===== config.mk =====
export PLATFORM = sky130hd
export DESIGN_NAME = sep_host
export DESIGN_NICKNAME = d
export VERILOG_FILES = /design/src/sep_host.v
export VERILOG_INCLUDE_DIRS = /design/src /design/src/src
export SDC_FILE = /design/constraint.sdc
export NUM_CORES = 1
export LEC_CHECK = 0
export ABC_AREA = 1
export ABC_CLOCK_PERIOD_IN_PS = 1650
export BUFFER_PORTS_ARGS = -buffer_cell sky130_fd_sc_hd__buf_2
export CORE_MARGIN = 5
export CORE_UTILIZATION = 45
export DETAILED_ROUTE_END_ITERATION = 10
export PLACE_DENSITY = 0.66
export SETUP_SLACK_MARGIN = 0.5
export SLEW_MARGIN = 20
export SYNTH_ARGS = -nofsm -noshare
export SYNTH_HDL_FRONTEND = slang
export SYNTH_SLANG_ARGS = --single-unit

===== constraint.sdc =====
create_clock -name mclk -period 1.65 [get_ports mclk]
set_input_delay 0.33 -clock mclk [delete_from_list [all_inputs] [get_ports mclk]]
set_output_delay 0.33 -clock mclk [all_outputs]
set_load 0.01 [all_outputs]

===== src/sep_defines.vh =====
// Constants for the serial EEPROM host controller: APB map, opcodes,
// status bit positions and serial timing. Included by the controller only.
`ifndef SEP_DEFINES_VH
`define SEP_DEFINES_VH
// APB register offsets (byte addresses)
`define SEP_OFF_CTRL      12'h000
`define SEP_OFF_ADDR      12'h004
`define SEP_OFF_WDATA     12'h008
`define SEP_OFF_RDATA     12'h00C
`define SEP_OFF_STAT      12'h010
`define SEP_OFF_WPCTL     12'h014
// Control register fields
`define SEP_CTRL_GO       0
`define SEP_CTRL_OP_LSB   1
`define SEP_CTRL_OP_MSB   3
`define SEP_CTRL_CNT_LSB  8
`define SEP_CTRL_CNT_MSB  13
// Operation codes written to the control register
`define SEP_OP_CMD_WRITE_ENABLE       3'h0
`define SEP_OP_CMD_WRITE_DISABLE       3'h1
`define SEP_OP_SFLAG      3'h2
`define SEP_OP_RSTAT      3'h3
`define SEP_OP_WSTAT      3'h4
`define SEP_OP_READ       3'h5
`define SEP_OP_WRITE      3'h6
// Device instruction bytes, shifted MSB first
`define SEP_INS_CMD_WRITE_ENABLE      8'h06
`define SEP_INS_SFLAG     8'h00
`define SEP_INS_CMD_WRITE_DISABLE      8'h04
`define SEP_INS_RSTAT     8'h05
`define SEP_INS_WSTAT     8'h01
`define SEP_INS_READ      8'h03
`define SEP_INS_WRITE     8'h02
// Device status bit positions
`define SEP_ST_PROT_EN    7
`define SEP_ST_UFLAG      6
`define SEP_ST_RP_HI      3
`define SEP_ST_RP_LO      2
`define SEP_ST_WLATCH     1
`define SEP_ST_BUSY       0
// Bits 5 and 4 are forced to one, bits 1 and 0 to zero on a status write
`define SEP_WSTAT_MASK    8'hCC
`define SEP_WSTAT_ONES    8'h30
// Address bits used by the array; upper bits sent as zero
`define SEP_ADDR_MASK     16'h0FFF
// Serial clock: half period in ns, cycles derived from the 10 ns clock
`define SEP_HALF_NS       250
`define SEP_CLK_NS        10
`define SEP_HALF_CYC      (`SEP_HALF_NS / `SEP_CLK_NS)
// Chip select high time between frames, ns and cycles (rounded up)
`define SEP_CSH_NS        500
`define SEP_CSH_CYC       ((`SEP_CSH_NS + `SEP_CLK_NS - 1) / `SEP_CLK_NS)
// Reset values
`define SEP_RST_CTRL      32'h0000_0000
`define SEP_RST_WPCTL     1'b1
`endif


===== src/sep_host.v =====
// Host-side SPI controller for a serial EEPROM with protectable status.
// Assumes an APB master on mclk and a device on cs/sck/si/so/wp pins.
`timescale 1ns/10ps
`include "sep_defines.vh"
module sep_host (
   input  wire        mclk,
   input  wire        srst,
   input  wire        psel,
   input  wire        penable,
   input  wire        pwrite,
   input  wire [11:0] paddr,
   input  wire [31:0] pwdata,
   output wire [31:0] prdata,
   output wire        pready,
   output wire        pslverr,
   output reg         cs_n,
   output reg         sck,
   output reg         si,
   input  wire        so,
   output reg         wp_n
);
   // Frame sequencer: IDLE waits for a go order, LOW and HIGH are the two
   // halves of each serial bit, END keeps select low for one more half bit,
   // GAP keeps select high between frames, and DONE drops busy one cycle
   // later, so a status poll never sees idle before select is back up and
   // the next order always starts a fresh selection.
   localparam [5:0] S_IDLE = 6'b000001;
   localparam [5:0] S_LOW  = 6'b000010;
   localparam [5:0] S_HIGH = 6'b000100;
   localparam [5:0] S_END  = 6'b001000;
   localparam [5:0] S_GAP  = 6'b010000;
   localparam [5:0] S_DONE = 6'b100000;

   // Half bit and select-high counts for the 8-bit link timer
   // Cutting to 8 bits is safe: both counts are far below 256
   localparam [31:0] HALF_CYC_W = `SEP_HALF_CYC;
   localparam [31:0] CSH_CYC_W  = `SEP_CSH_CYC;
   localparam [7:0]  HALF_CYC   = HALF_CYC_W[7:0];
   localparam [7:0]  CSH_CYC    = CSH_CYC_W[7:0];

   reg [5:0]  st_r;
   reg [2:0]  op_r;
   reg [5:0]  cnt_r;
   reg [15:0] addr_r;
   reg [31:0] wdata_r;
   reg [31:0] rdata_r;
   reg [7:0]  shout_r;
   reg [7:0]  shin_r;
   reg [2:0]  bit_r;
   reg [1:0]  phase_r;
   reg [5:0]  byte_r;
   reg [7:0]  tmr_r;
   reg        busy_r;
   reg        so_s1_r;
   reg        so_s2_r;
   reg [31:0] prdata_r;

   wire wr_en = psel & penable & pwrite;
   // Reads are decoded in the setup cycle; see the read data capture below
   wire rd_en = psel & ~penable & ~pwrite;
   wire tick  = (tmr_r == 8'h00);
   wire       go    = wr_en & (paddr == `SEP_OFF_CTRL) & pwdata[`SEP_CTRL_GO];
   wire [2:0] go_op = pwdata[`SEP_CTRL_OP_MSB:`SEP_CTRL_OP_LSB];

   assign pready  = 1'b1;
   assign pslverr = 1'b0;
   assign prdata  = prdata_r;

   // Instruction byte for the chosen operation
   function [7:0] ins_of;
      input [2:0] op;
      begin
         case (op)
            `SEP_OP_CMD_WRITE_ENABLE:  ins_of = `SEP_INS_CMD_WRITE_ENABLE;
            `SEP_OP_CMD_WRITE_DISABLE:  ins_of = `SEP_INS_CMD_WRITE_DISABLE;
            `SEP_OP_SFLAG: ins_of = `SEP_INS_SFLAG;
            `SEP_OP_RSTAT: ins_of = `SEP_INS_RSTAT;
            `SEP_OP_WSTAT: ins_of = `SEP_INS_WSTAT;
            `SEP_OP_READ:  ins_of = `SEP_INS_READ;
            default:       ins_of = `SEP_INS_WRITE;
         endcase
      end
   endfunction

   // Status byte as sent: bits 5,4 forced high, bits 1,0 forced low
   function [7:0] stat_byte;
      input [7:0] raw;
      begin
         stat_byte = (raw & `SEP_WSTAT_MASK) | `SEP_WSTAT_ONES;
      end
   endfunction

   // Next byte to send: phase 0 address high byte, phase 1 address low byte, otherwise data top byte
   reg [7:0] nxt_byte;
   always @* begin
      case (phase_r)
         2'd0:    nxt_byte = addr_r[15:8];
         2'd1:    nxt_byte = addr_r[7:0];
         default: nxt_byte = wdata_r[31:24];
      endcase
   end

   wire has_addr = (op_r == `SEP_OP_READ) | (op_r == `SEP_OP_WRITE);
   wire has_data = has_addr | (op_r == `SEP_OP_WSTAT) | (op_r == `SEP_OP_RSTAT);

   // Read data is captured in the setup cycle, so it already stands at the
   // zero-wait access edge where the master takes it
   reg [31:0] rd_mux;
   always @* begin
      case (paddr)
         `SEP_OFF_CTRL:  rd_mux = {18'h0, cnt_r, 4'h0, op_r, 1'b0};
         `SEP_OFF_ADDR:  rd_mux = {16'h0, addr_r};
         `SEP_OFF_WDATA: rd_mux = wdata_r;
         `SEP_OFF_RDATA: rd_mux = rdata_r;
         `SEP_OFF_STAT:  rd_mux = {31'h0, busy_r};
         `SEP_OFF_WPCTL: rd_mux = {31'h0, wp_n};
         default:        rd_mux = 32'h0000_0000;
      endcase
   end

   always @(posedge mclk) begin
      if (srst) begin
         prdata_r <= 32'h0000_0000;
         wp_n     <= `SEP_RST_WPCTL;
      end else begin
         if (rd_en)
            prdata_r <= rd_mux;
         // The pin follows software at once, even mid-frame; the device
         // itself lets a running status write finish
         if (wr_en && paddr == `SEP_OFF_WPCTL)
            wp_n <= pwdata[0];
      end
   end

   // Device output crosses into mclk through two flops
   always @(posedge mclk) begin
      if (srst) begin
         so_s1_r <= 1'b0;
         so_s2_r <= 1'b0;
      end else begin
         so_s1_r <= so;
         so_s2_r <= so_s1_r;
      end
   end

   always @(posedge mclk) begin
      if (srst) begin
         st_r     <= S_IDLE;
         op_r     <= 3'h0;
         cnt_r    <= 6'h00;
         addr_r   <= 16'h0000;
         wdata_r  <= 32'h0000_0000;
         rdata_r  <= 32'h0000_0000;
         shout_r  <= 8'h00;
         shin_r   <= 8'h00;
         bit_r    <= 3'h0;
         phase_r  <= 2'd0;
         byte_r   <= 6'h00;
         tmr_r    <= 8'h00;
         busy_r   <= 1'b0;
         cs_n     <= 1'b1;
         sck      <= 1'b0;
         si       <= 1'b0;
      end else begin
         // Orders are frozen while a frame runs, so no byte changes mid-shift
         if (wr_en && !busy_r) begin
            case (paddr)
               `SEP_OFF_ADDR:  addr_r  <= pwdata[15:0] & `SEP_ADDR_MASK;
               `SEP_OFF_WDATA: wdata_r <= pwdata;
               default: ;
            endcase
         end
         if (tmr_r != 8'h00)
            tmr_r <= tmr_r - 8'h01;
         case (st_r)
            S_IDLE: begin
               if (go) begin
                  op_r    <= go_op;
                  cnt_r   <= pwdata[`SEP_CTRL_CNT_MSB:`SEP_CTRL_CNT_LSB];
                  shout_r <= ins_of(go_op);
                  busy_r  <= 1'b1;
                  cs_n    <= 1'b0;
                  sck     <= 1'b0;
                  bit_r   <= 3'h0;
                  phase_r <= 2'd0;
                  byte_r  <= 6'h00;
                  rdata_r <= 32'h0000_0000;
                  tmr_r   <= HALF_CYC;
                  st_r    <= S_LOW;
               end
            end
            S_LOW: begin
               si <= shout_r[7];
               if (tick) begin
                  sck   <= 1'b1;
                  tmr_r <= HALF_CYC;
                  st_r  <= S_HIGH;
               end
            end
            S_HIGH: begin
               if (tick) begin
                  // Sample as the device edge has long settled
                  shin_r  <= {shin_r[6:0], so_s2_r};
                  shout_r <= {shout_r[6:0], 1'b0};
                  sck     <= 1'b0;
                  tmr_r   <= HALF_CYC;
                  bit_r   <= bit_r + 3'h1;
                  st_r    <= S_LOW;
                  if (bit_r == 3'h7) begin
                     // Byte boundary: select may rise only here
                     if (byte_r == 6'h00 && !has_data) begin
                        st_r <= S_END;
                     end else if (byte_r == 6'h00 && !has_addr) begin
                        byte_r  <= 6'h01;
                        phase_r <= 2'd3;
                        if (op_r == `SEP_OP_WSTAT)
                           shout_r <= stat_byte(wdata_r[31:24]);
                        else
                           shout_r <= 8'h00;
                     end else if (byte_r == 6'h00) begin
                        byte_r  <= 6'h01;
                        shout_r <= nxt_byte;
                        phase_r <= 2'd1;
                     end else if (phase_r == 2'd1) begin
                        shout_r <= nxt_byte;
                        phase_r <= 2'd3;
                     end else begin
                        // Data byte or address low byte complete
                        if (phase_r == 2'd3 && byte_r != 6'h01 || !has_addr) begin
                           rdata_r <= {rdata_r[23:0], shin_r[6:0], so_s2_r};
                        end
                        if (phase_r == 2'd3 && has_addr && byte_r == 6'h01) begin
                           byte_r <= 6'h02;
                           if (op_r == `SEP_OP_WRITE) begin
                              // Address done: the first data byte is the top of the word
                              shout_r <= nxt_byte;
                           end else begin
                              shout_r <= 8'h00;
                           end
                        end else if (cnt_r == 6'h00) begin
                           st_r <= S_END;
                        end else begin
                           cnt_r <= cnt_r - 6'h01;
                           if (op_r == `SEP_OP_WRITE) begin
                              // Page wrap is the device's; host only streams
                              wdata_r <= {wdata_r[23:0], 8'h00};
                              shout_r <= wdata_r[23:16];
                           end else begin
                              shout_r <= 8'h00;
                           end
                        end
                     end
                  end
               end
            end
            S_END: begin
               if (tick) begin
                  cs_n  <= 1'b1;
                  si    <= 1'b0;
                  tmr_r <= CSH_CYC;
                  st_r  <= S_GAP;
               end
            end
            S_GAP: begin
               if (tick)
                  st_r <= S_DONE;
            end
            S_DONE: begin
               busy_r <= 1'b0;
               st_r   <= S_IDLE;
            end
            default: st_r <= S_IDLE;
         endcase
      end
   end
endmodule // sep_host


-- Word-level counts from Yosys, hierarchy flattened
Cells that the tools add are included.
- logic and storage cells: 205
- bits in registers: 164
- memories kept: 0
- RAM bits: 0
- memory bits (read-only): 0
- input port bits: 50
- output and inout bits: 38
- bits in latches: 0
- equality and inequality tests: 41
- multiplexer cells: 93
- divide/modulo/power cells: 0
- $mul: 0
- reduce and logical (&&, ||, !) cells: 37
- bitwise operators: 11
- add/sub/neg operators: 3
- magnitude comparators: 0
- shifts and indexed selects: 0
- operators by type and width (cell ; count):
    $mux W32 ; 20
    $pmux W32 S6 ; 1
    $mux W6 ; 22
    $mux W8 ; 16
    $pmux W32 S2 ; 1
    $pmux W8 S2 ; 2
    $pmux W6 S5 ; 1
    $mux W4 ; 7
    $ne A2 B2 Y1 const B ; 13
    $eq A12 B4 Y1 const B ; 2
    $eq A12 B5 Y1 const B ; 2
    $pmux W6 S2 ; 2
    $pmux W8 S3 ; 1
    $eq A3 B3 Y1 const B ; 6
    $pmux W3 S6 ; 1
    $mux W2 ; 7
    $eq A12 B3 Y1 const B ; 1
    $eq A6 B1 Y1 const B ; 2
    $logic_not A12 Y1 ; 1
    $logic_not A6 Y1 ; 2
    $ne A4 B4 Y1 const B ; 3
    $reduce_and A10 Y1 ; 1
    $reduce_and A2 Y1 ; 5
    $eq A3 B2 Y1 const B ; 3
    other kinds (37) ; 63

-- Logic depth before layout (Yosys ltp)
Gate-level depths: netlist (run 1).
- depth after elaboration: 14
- gate-level depth with buffers: 14
- depth with buffers taken out: 14

-- Least setup slack after synthesis (run 1)
OpenSTA, ideal clock, no wires.
- path kind: reg-to-reg
- start point: reg tmr_r[0]
- end point: reg wdata_r[15]
- library setup time: 0.132 ns
- clock period less this slack: 1.746 ns
- data arrival time: 1.614 ns
- buffers on the path: 1
- required time: 1.518 ns
- stages on the path, launching flop included: 12
- setup slack: -0.096 ns
- path through: dfxtp_1 -> inv_1 -> ha_1 -> nor3b_1 -> nand2_1 -> nor2_1 -> nand2_1 -> nor2_4 -> nand2_2 -> buf_2 -> nand2_1 -> a21oi_1
- word-level cells in the longest chain between the ends: 3
- ends and longest elaborated chain (element ; RTL line ; source):
    from (decl) ; sep_host.v:52 ; reg [7:0] tmr_r;
    from (signal assigned) ; sep_host.v:174 ; tmr_r <= tmr_r - 8'h01;
    $logic_not A8 Y1 ; sep_host.v:61 ; wire tick = (tmr_r == 8'h00);
    $mux W32 ; sep_host.v:201 ; if (tick) begin
    $mux W32 ; sep_host.v:175 ; case (st_r)
    to (signal assigned) ; sep_host.v:169 ; `SEP_OFF_WDATA: wdata_r <= pwdata;
    to (signal assigned) ; sep_host.v:246 ; wdata_r <= {wdata_r[23:0], 8'h00};
    to (decl) ; sep_host.v:45 ; reg [31:0] wdata_r;
No other way between the ends.
A chain may end at the register's enable or synchronous reset.

-- Worst setup path in the final report (run 1)
- start point: reg tmr_r[0]
- end point: reg cnt_r[2]
- word-level cells in the longest chain between the ends: 3
- ends and longest elaborated chain (element ; RTL line ; source):
    $logic_not A8 Y1 ; sep_host.v:61 ;
    $ne A2 B2 Y1 (no line) ; n/a ;
    $reduce_and A10 Y1 (no line) ; n/a ;
    to (signal assigned) ; sep_host.v:179 ; cnt_r <= pwdata[`SEP_CTRL_CNT_MSB:`SEP_CTRL_CNT_LSB];
    to (signal assigned) ; sep_host.v:243 ; cnt_r <= cnt_r - 6'h01;
    to (decl) ; sep_host.v:43 ; reg [5:0] cnt_r;
No other way between the ends.

==> impl_metrics.py, run 1 <==
metrics = {
    "power": {
        "static-leakage-power_nw": 5.37,
        "pwr-share-seq_pct": 28.5,
        "power_frac_clock_pct": 26.0,
        "switchingPower_mw": 6.07,
        "p_total_mw": 15.8,
        "power_frac_comb_pct": 45.4,
        "power_per_cell_area_nw_per_um2": 1250,
        "power.internal_mw": 9.75,
        "swShare_pct": 38.3,
        "ir_worst_vdd_mv": 1.29,
    },
    "critical_path": {
        "ff2ff_setup_slack_ps": -230,
        "r2r-start": "tmr_r[0]$_SDFF_PP0_",
        "worst_setup_path_start_kind": "flop",
        "worstSetupPathType": "flop to flop",
        "required_ps": 1980,
        "crit_start": "tmr_r[0]$_SDFF_PP0_",
        "r2r-end": "cnt_r[2]$_SDFFE_PP0P_",
        "worstSetupEndpoint": "cnt_r[2]$_SDFFE_PP0P_",
        "path_common_cell": "buf_6",
        "crit_family": "simple AND/OR/NAND/NOR gates",
        "path_cells": "inv_2 > ha_2 > nor3b_2 > nand2_2 > buf_6 > o21ai_4 > nand2_4 > buf_6 > nor2_4 > inv_4 > o21ai_1 > a21oi_1",
        "r2r_cells": 12,
        "critPathBufInv": 4,
        "slowest_delay_ps": 330,
        "arrival_ps": 2210,
        "critPathMaxFanout": 8,
        "worst_path_max_delay_cell": "dfxtp_2",
        "crit_cells": 12,
        "worstSetupEndpointType": "flop",
    },
    "timing": {
        "tightest_slew_ps": 602,
        "max_freq_ghz": 0.532,
        "hold_ws_ps": 88.6,
        "clock_skew_ps": 11.3,
        "rsz0062_at_grt": "yes",
        "post-route-min-period_ps": 1880,
        "setup_slack_ps": -230,
        "fin_crit_sh_pct": 114,
        "finalSetupTns_ps": -13530,
        "relSlewSlack_pct": 59.9,
        "hold_viol": 0,
        "drv_slew": 0,
        "setup_violations": 106,
    },
    "place": {
        "dpl.hpwl_mm": 18.1,
        "dp_cells": 1536,
        "postPlaceCellArea_um2": 9640,
        "portBuffers": 85,
        "gp_congestion": 0.926,
        "dp_worst_setup_slack_ps": -275,
    },
    "final_layout": {
        "final_cells": 1644,
        "area_delta_synth_final_pct": 58.6,
        "drive_gt1_share_pct": 47.6,
        "diodes": 0,
        "final_util_pct": 73.0,
        "nNetsFinal": 1464,
        "final_common_cell": "nand2_1",
        "multi_input_area_um2": 5330,
        "nFillCells": 1201,
        "final_area_um2": 12700,
        "final_cell_mix": "nand2_1 (192), buf_4 (131), nor2_1 (113), dfxtp_1 (112), inv_1 (106)",
        "ff_latch_area_um2": 3260,
    },
    "cts": {
        "cts-htree-levels": 4,
        "ctsLongestPathBuffers": 2,
        "numClockSinks": 160,
        "cts_tree": "done",
        "cts-root-buf": "clkbuf_16",
        "path_clk_slew_ps": 70,
        "numCtsBuffers": 17,
        "clock_latency_ps": 450,
    },
    "die": {
        "die_x_um": 143,
        "core_area_um2": 17400,
        "dieArea_um2": 20500,
        "fp.dieH_um": 143,
        "start_util_pct": 46.0,
        "io_pins": 88,
        "fp-row-count": 48,
    },
    "drt": {
        "drt_pre_antenna_iters": 6,
        "vias_per_cell": 5.57,
        "wl_mm": 30.4,
        "wl_per_cell_um": 18.5,
        "drc": 0,
        "drtAntennaViolNets": 0,
        "dr.first_iter.drc_count": 869,
        "vias": 9162,
    },
    "synthesis": {
        "synth_nets": 1218,
        "netlist-cell-type-count": 46,
        "synth_ff_type": "dfxtp_1",
        "syn_avg_cell_area_um2": 6.88,
        "syn_area_um2": 7990,
        "synth-edff-count": 0,
        "ys_warn_count": 0,
        "ys_ff_latch": 160,
        "syn_inst": 1160,
        "yosysSeqAreaShare_pct": 40.1,
        "synthArstFlopShare_pct": 0,
    },
    "global_route": {
        "grt_max_degree": 49,
        "antenna_found_initial": 0,
        "grt_usage_pct": 27.2,
        "overflow": 0,
        "grt_pass1_wl_mm": 43.8,
        "grt_pass1_vias": 8323,
    },
    "flow_run": {
        "maxCapViolCount": 0,
    },
    "status": {
        "violations": "setup timing",
        "outcome": "finished with violations",
    },
    "worst_hold_path": {
        "hp-class": "primary input to flop",
    },
}
logic make-up after synthesis:
group / share of synthesized area (%)
simple gates: 26.6
compound gates: 19.8
buf+inv: 9.56
flops: 40.1
mux: 1.83
fa+ha+maj: 1.25
xor+xnor: 0.768
other cells: 0.0940
synthesized netlist by cell type (4+ instances only):
| cell | number | share of area, % |
|---|---|---|
| nor2_2 | 6 | 0.47 |
| nand2_4 | 5 | 0.71 |
| nand2_1 | 255 | 12 |
| ha_1 | 8 | 1.3 |
| nand3_1 | 40 | 2.5 |
| buf_4 | 5 | 0.47 |
| inv_1 | 120 | 5.6 |
| nor2_4 | 9 | 1.3 |
| xnor2_1 | 4 | 0.44 |
| inv_2 | 8 | 0.38 |
| a21oi_1 | 110 | 6.9 |
| o22ai_1 | 26 | 2.0 |
| a31oi_1 | 10 | 0.78 |
| a211oi_1 | 6 | 0.56 |
| dfxtp_1 | 160 | 40 |
| nand4_1 | 16 | 1.3 |
| mux2_2 | 13 | 1.8 |
| nand2_2 | 6 | 0.47 |
| o21ai_0 | 91 | 5.7 |
| nor2_1 | 134 | 6.3 |
| buf_2 | 13 | 0.81 |
| o21ai_1 | 43 | 2.7 |
| o211ai_1 | 5 | 0.47 |
| clkbuf_1 | 34 | 1.6 |
power by group through the flow:
stage	combinational (mW)	clock, mW	sequential, mW
3_3_place_gp	4.88	0	4.55
6_report	7.19	4.11	4.52
5_1_grt	7.73	4.31	4.55
4_1_cts	6.10	4.09	4.48
2_1_floorplan	3.39	0	4.54
3_5_place_dp	4.97	0	4.56
worst min path at each step:
stage / startpoint / end / cells past startpoint
final: so / so_s1_r$_SDFF_PP0_ / 3
after floorplan: so_s1_r$_SDFF_PP0_ / so_s2_r$_SDFF_PP0_ / 2
after global routing: so / so_s1_r$_SDFF_PP0_ / 3
after global placement: so_s1_r$_SDFF_PP0_ / so_s2_r$_SDFF_PP0_ / 2
after CTS: so / so_s1_r$_SDFF_PP0_ / 3
after detailed placement: so_s1_r$_SDFF_PP0_ / so_s2_r$_SDFF_PP0_ / 2
flip-flops by register name, summed over array words and instances (netlist names), 2 cells and up:
| register | flops |
|---|---|
| bit_r | 3 |
| phase_r | 2 |
| op_r | 3 |
| prdata | 32 |
| byte_r | 2 |
| rdata_r | 32 |
| wdata_r | 32 |
| st_r | 6 |
| cnt_r | 6 |
| shin_r | 7 |
| tmr_r | 8 |
| shout_r | 8 |
| addr_r | 12 |
area by class of cell:
class	count	area share, %
clock buffer	19	3.50
clock inverter	13	1.20
inverter	130	4.17
multi-input combinational	815	42.1
sequential	160	25.8
tap	225	2.22
timing repair buffer	281	21.1
timing repair inverter	1	0.0395
worst min-delay path: stages:
cell    delay, ps
buf_2          70
inv_1          30
nor2_1         60
what timing repair did:
action                     4_1_cts  5_1_grt
cloned                           6        6
setup endpoints to repair      193      193
setup buffers                   27       37
resized for setup              289      199
pin swaps                       66       67
hold buffers                     0        0
metal layers:
layer  vias to the layer above  track usage (%)  routed length, um
met5                         -                0                  0
met4                         0             11.9               1300
met3                       102             6.76               2500
met2                       451             42.4              14200
met1                      4302             36.0              12400
li1                       4307                -                  -
Power figures use the tool's default switching activity.
==> run 2, diff against run 1 <==
- ABC_AREA: 1 -> 0
- PLACE_DENSITY: 0.66 -> 0.67
- TNS_END_PERCENT: not set -> 10
==> run 2 against run 1 <==
Net effect:
- the flow still finishes with violations (setup timing)
- utilization fell by 5.4 points
- die area fell by 3.7%
- setup slack got worse by 400 ps
- total power fell by 24%
- count of clock-buffer cells in the layout did not move
- register-to-register slack got worse by 400 ps
- synthesized cell count fell by 22%
- combinational power fell by 45%
==> impl_metrics.py, run 2 <==
metrics = {
    "critical_path": {
        "worstSetupEndpointType": "flop",
        "worstSetupPathType": "flop to flop",
        "ff2ff_setup_slack_ps": -630,
        "r2r_cells": 7,
        "required_ps": 2030,
        "worst_setup_path_start_kind": "flop",
        "critPathMaxFanout": 7,
        "arrival_ps": 2660,
    },
    "synthesis": {
        "syn_inst": 908,
        "yosysSeqAreaShare_pct": 41.8,
        "ys_ff_latch": 160,
        "synth_area_leaders": "dfxtp_1 (42%), nand2_1 (8.1%), mux2i_1 (5.5%)",
        "ys_warn_count": 0,
        "synth_most_common_cell": "nand2_1",
        "synthArstFlopShare_pct": 0,
        "yosys-top-cells-count": "nand2_1 (165), dfxtp_1 (160), a21oi_1 (79)",
        "syn_avg_cell_area_um2": 8.44,
        "synth-edff-count": 0,
        "netlist.area_leader.share_pct": 41.8,
        "netlist-cell-type-count": 73,
        "yosys.area.top_type": "dfxtp_1",
        "synth_nets": 966,
        "syn_area_um2": 7670,
        "synth_ff_type": "dfxtp_1",
    },
    "global_route": {
        "grt_max_degree": 68,
        "grt_pass1_wl_mm": 41.2,
        "antenna_found_initial": 0,
        "grt_usage_pct": 26.2,
        "grt_pass1_vias": 7630,
        "overflow": 0,
    },
    "drt": {
        "drt_pre_antenna_iters": 8,
        "drc": 0,
        "vias": 8069,
        "wl_per_cell_um": 20.3,
        "drtAntennaViolNets": 0,
        "dr.first_iter.drc_count": 1002,
        "vias_per_cell": 5.98,
        "wl_mm": 27.4,
    },
    "timing": {
        "setup_slack_ps": -634,
        "fin_crit_sh_pct": 138,
        "post-route-min-period_ps": 2280,
        "rsz0062_at_grt": "yes",
        "clock_skew_ps": 11.3,
        "setup_violations": 113,
        "max_freq_ghz": 0.438,
        "drv_slew": 0,
        "hold_viol": 0,
    },
    "power": {
        "static-leakage-power_nw": 4.41,
        "ir_worst_vdd_mv": 0.771,
        "power_per_cell_area_nw_per_um2": 1070,
        "p_total_mw": 12.0,
    },
    "final_layout": {
        "drive_gt1_share_pct": 44.2,
        "final_common_cell": "dfxtp_1",
        "diodes": 0,
        "nNetsFinal": 1176,
        "final_area_um2": 11200,
        "final_cell_mix": "dfxtp_1 (123), buf_4 (120), nand2_1 (115), buf_6 (67), nor2_1 (63)",
        "area_delta_synth_final_pct": 46.6,
    },
    "worst_hold_path": {
        "min_path_cells": 2,
        "hp-class": "primary input to flop",
    },
    "status": {
        "outcome": "finished with violations",
        "violations": "setup timing",
    },
    "cts": {
        "cts-root-buf": "clkbuf_16",
        "path_clk_slew_ps": 70,
        "ctsLongestPathBuffers": 2,
        "clock_latency_ps": 440,
        "numCtsBuffers": 17,
        "ctsHoldBuffers": 0,
        "cts_tree": "done",
        "numClockSinks": 160,
        "cts-htree-levels": 4,
    },
    "die": {
        "dieArea_um2": 19700,
        "fp-row-count": 47,
        "fp.dieH_um": 141,
        "die_x_um": 141,
        "core_area_um2": 16600,
        "start_util_pct": 46.1,
        "io_pins": 88,
    },
    "flow_run": {
        "maxCapViolCount": 0,
    },
    "place": {
        "dpl.hpwl_mm": 17.6,
        "gp_congestion": 0.900,
        "portBuffers": 85,
        "postPlaceCellArea_um2": 9320,
    },
}
run 2: per-stage QoR:
stage / hold slack (ps) / TNS [ps] / std cells / worst slack, ps / utilization [%]
after floorplan: 414 / -55320 / 908 / -489 / -
after global placement: 426 / -69850 / 1291 / -605 / 56.0
after detailed placement: 431 / -75310 / 1291 / -693 / 56.0
after CTS: 91.8 / -48320 / 1337 / -546 / 65.1
after global routing: 126 / -61430 / 1350 / -703 / 67.5
final: 102 / -54190 / 1350 / -634 / 67.5
run 2: worst paths after layout:
kind | start | end
worst max-delay path | st_r[2]$_SDFFE_PP0P_ | rdata_r[6]$_SDFFE_PP0P_
worst min-delay path | so | so_s1_r$_SDFF_PP0_
worst max register to register | st_r[2]$_SDFFE_PP0P_ | rdata_r[6]$_SDFFE_PP0P_
worst min register to register | so_s1_r$_SDFF_PP0_ | so_s2_r$_SDFF_PP0_
run 2: area by class of cell:
cell class	instances	area, um^2
tap	220	275
fill	1290	5400
sequential	160	3250
timing repair buffer	257	2370
inverter	11	41.3
clock buffer	19	443
clock inverter	12	145
multi-input combinational	671	4710
run 2: per-layer routing:
layer / wire [um] / part of all wire (%) / track usage (%)
met2: 12900 / 47 / 42.1
met1: 11500 / 42 / 34.7
met3: 2460 / 9.0 / 6.75
met4: 553 / 2.0 / 8.26
met5: 0 / 0 / 0
run 2: worst max-delay path, stage by stage (launching register included):
cell	delay (ps)
dfxtp_2	320
or4_4	540
or3b_4	450
a31oi_4	250
a211o_4	270
clkbuf_16	200
nand2_1	70
a21oi_2	130
run 2: logic make-up after synthesis:
logic type / after synthesis / synth area share (%)
buffers and inverters: 78 / 4.98
multiplexers: 49 / 6.51
AND/OR/NAND/NOR: 371 / 22.7
flip-flops: 160 / 41.8
adder cells (fa/ha/maj): 8 / 1.31
XOR/XNOR: 9 / 1.03
other: 2 / 0.0979
AO/OA/AOI/OAI: 231 / 21.6
run 2: timing repair:
item	in CTS	in global routing
cloned	4	5
gates resized for setup	212	58
pin swaps	81	29
endpoints found under the setup margin	194	194
buffers inserted	11	8
run 2: power by group:
group	switching, mW	leakage (nW)	internal [mW]
Clock	1.73	0.283	2.30
Combinational	2.00	2.82	1.97
Sequential	0.0525	1.31	3.97
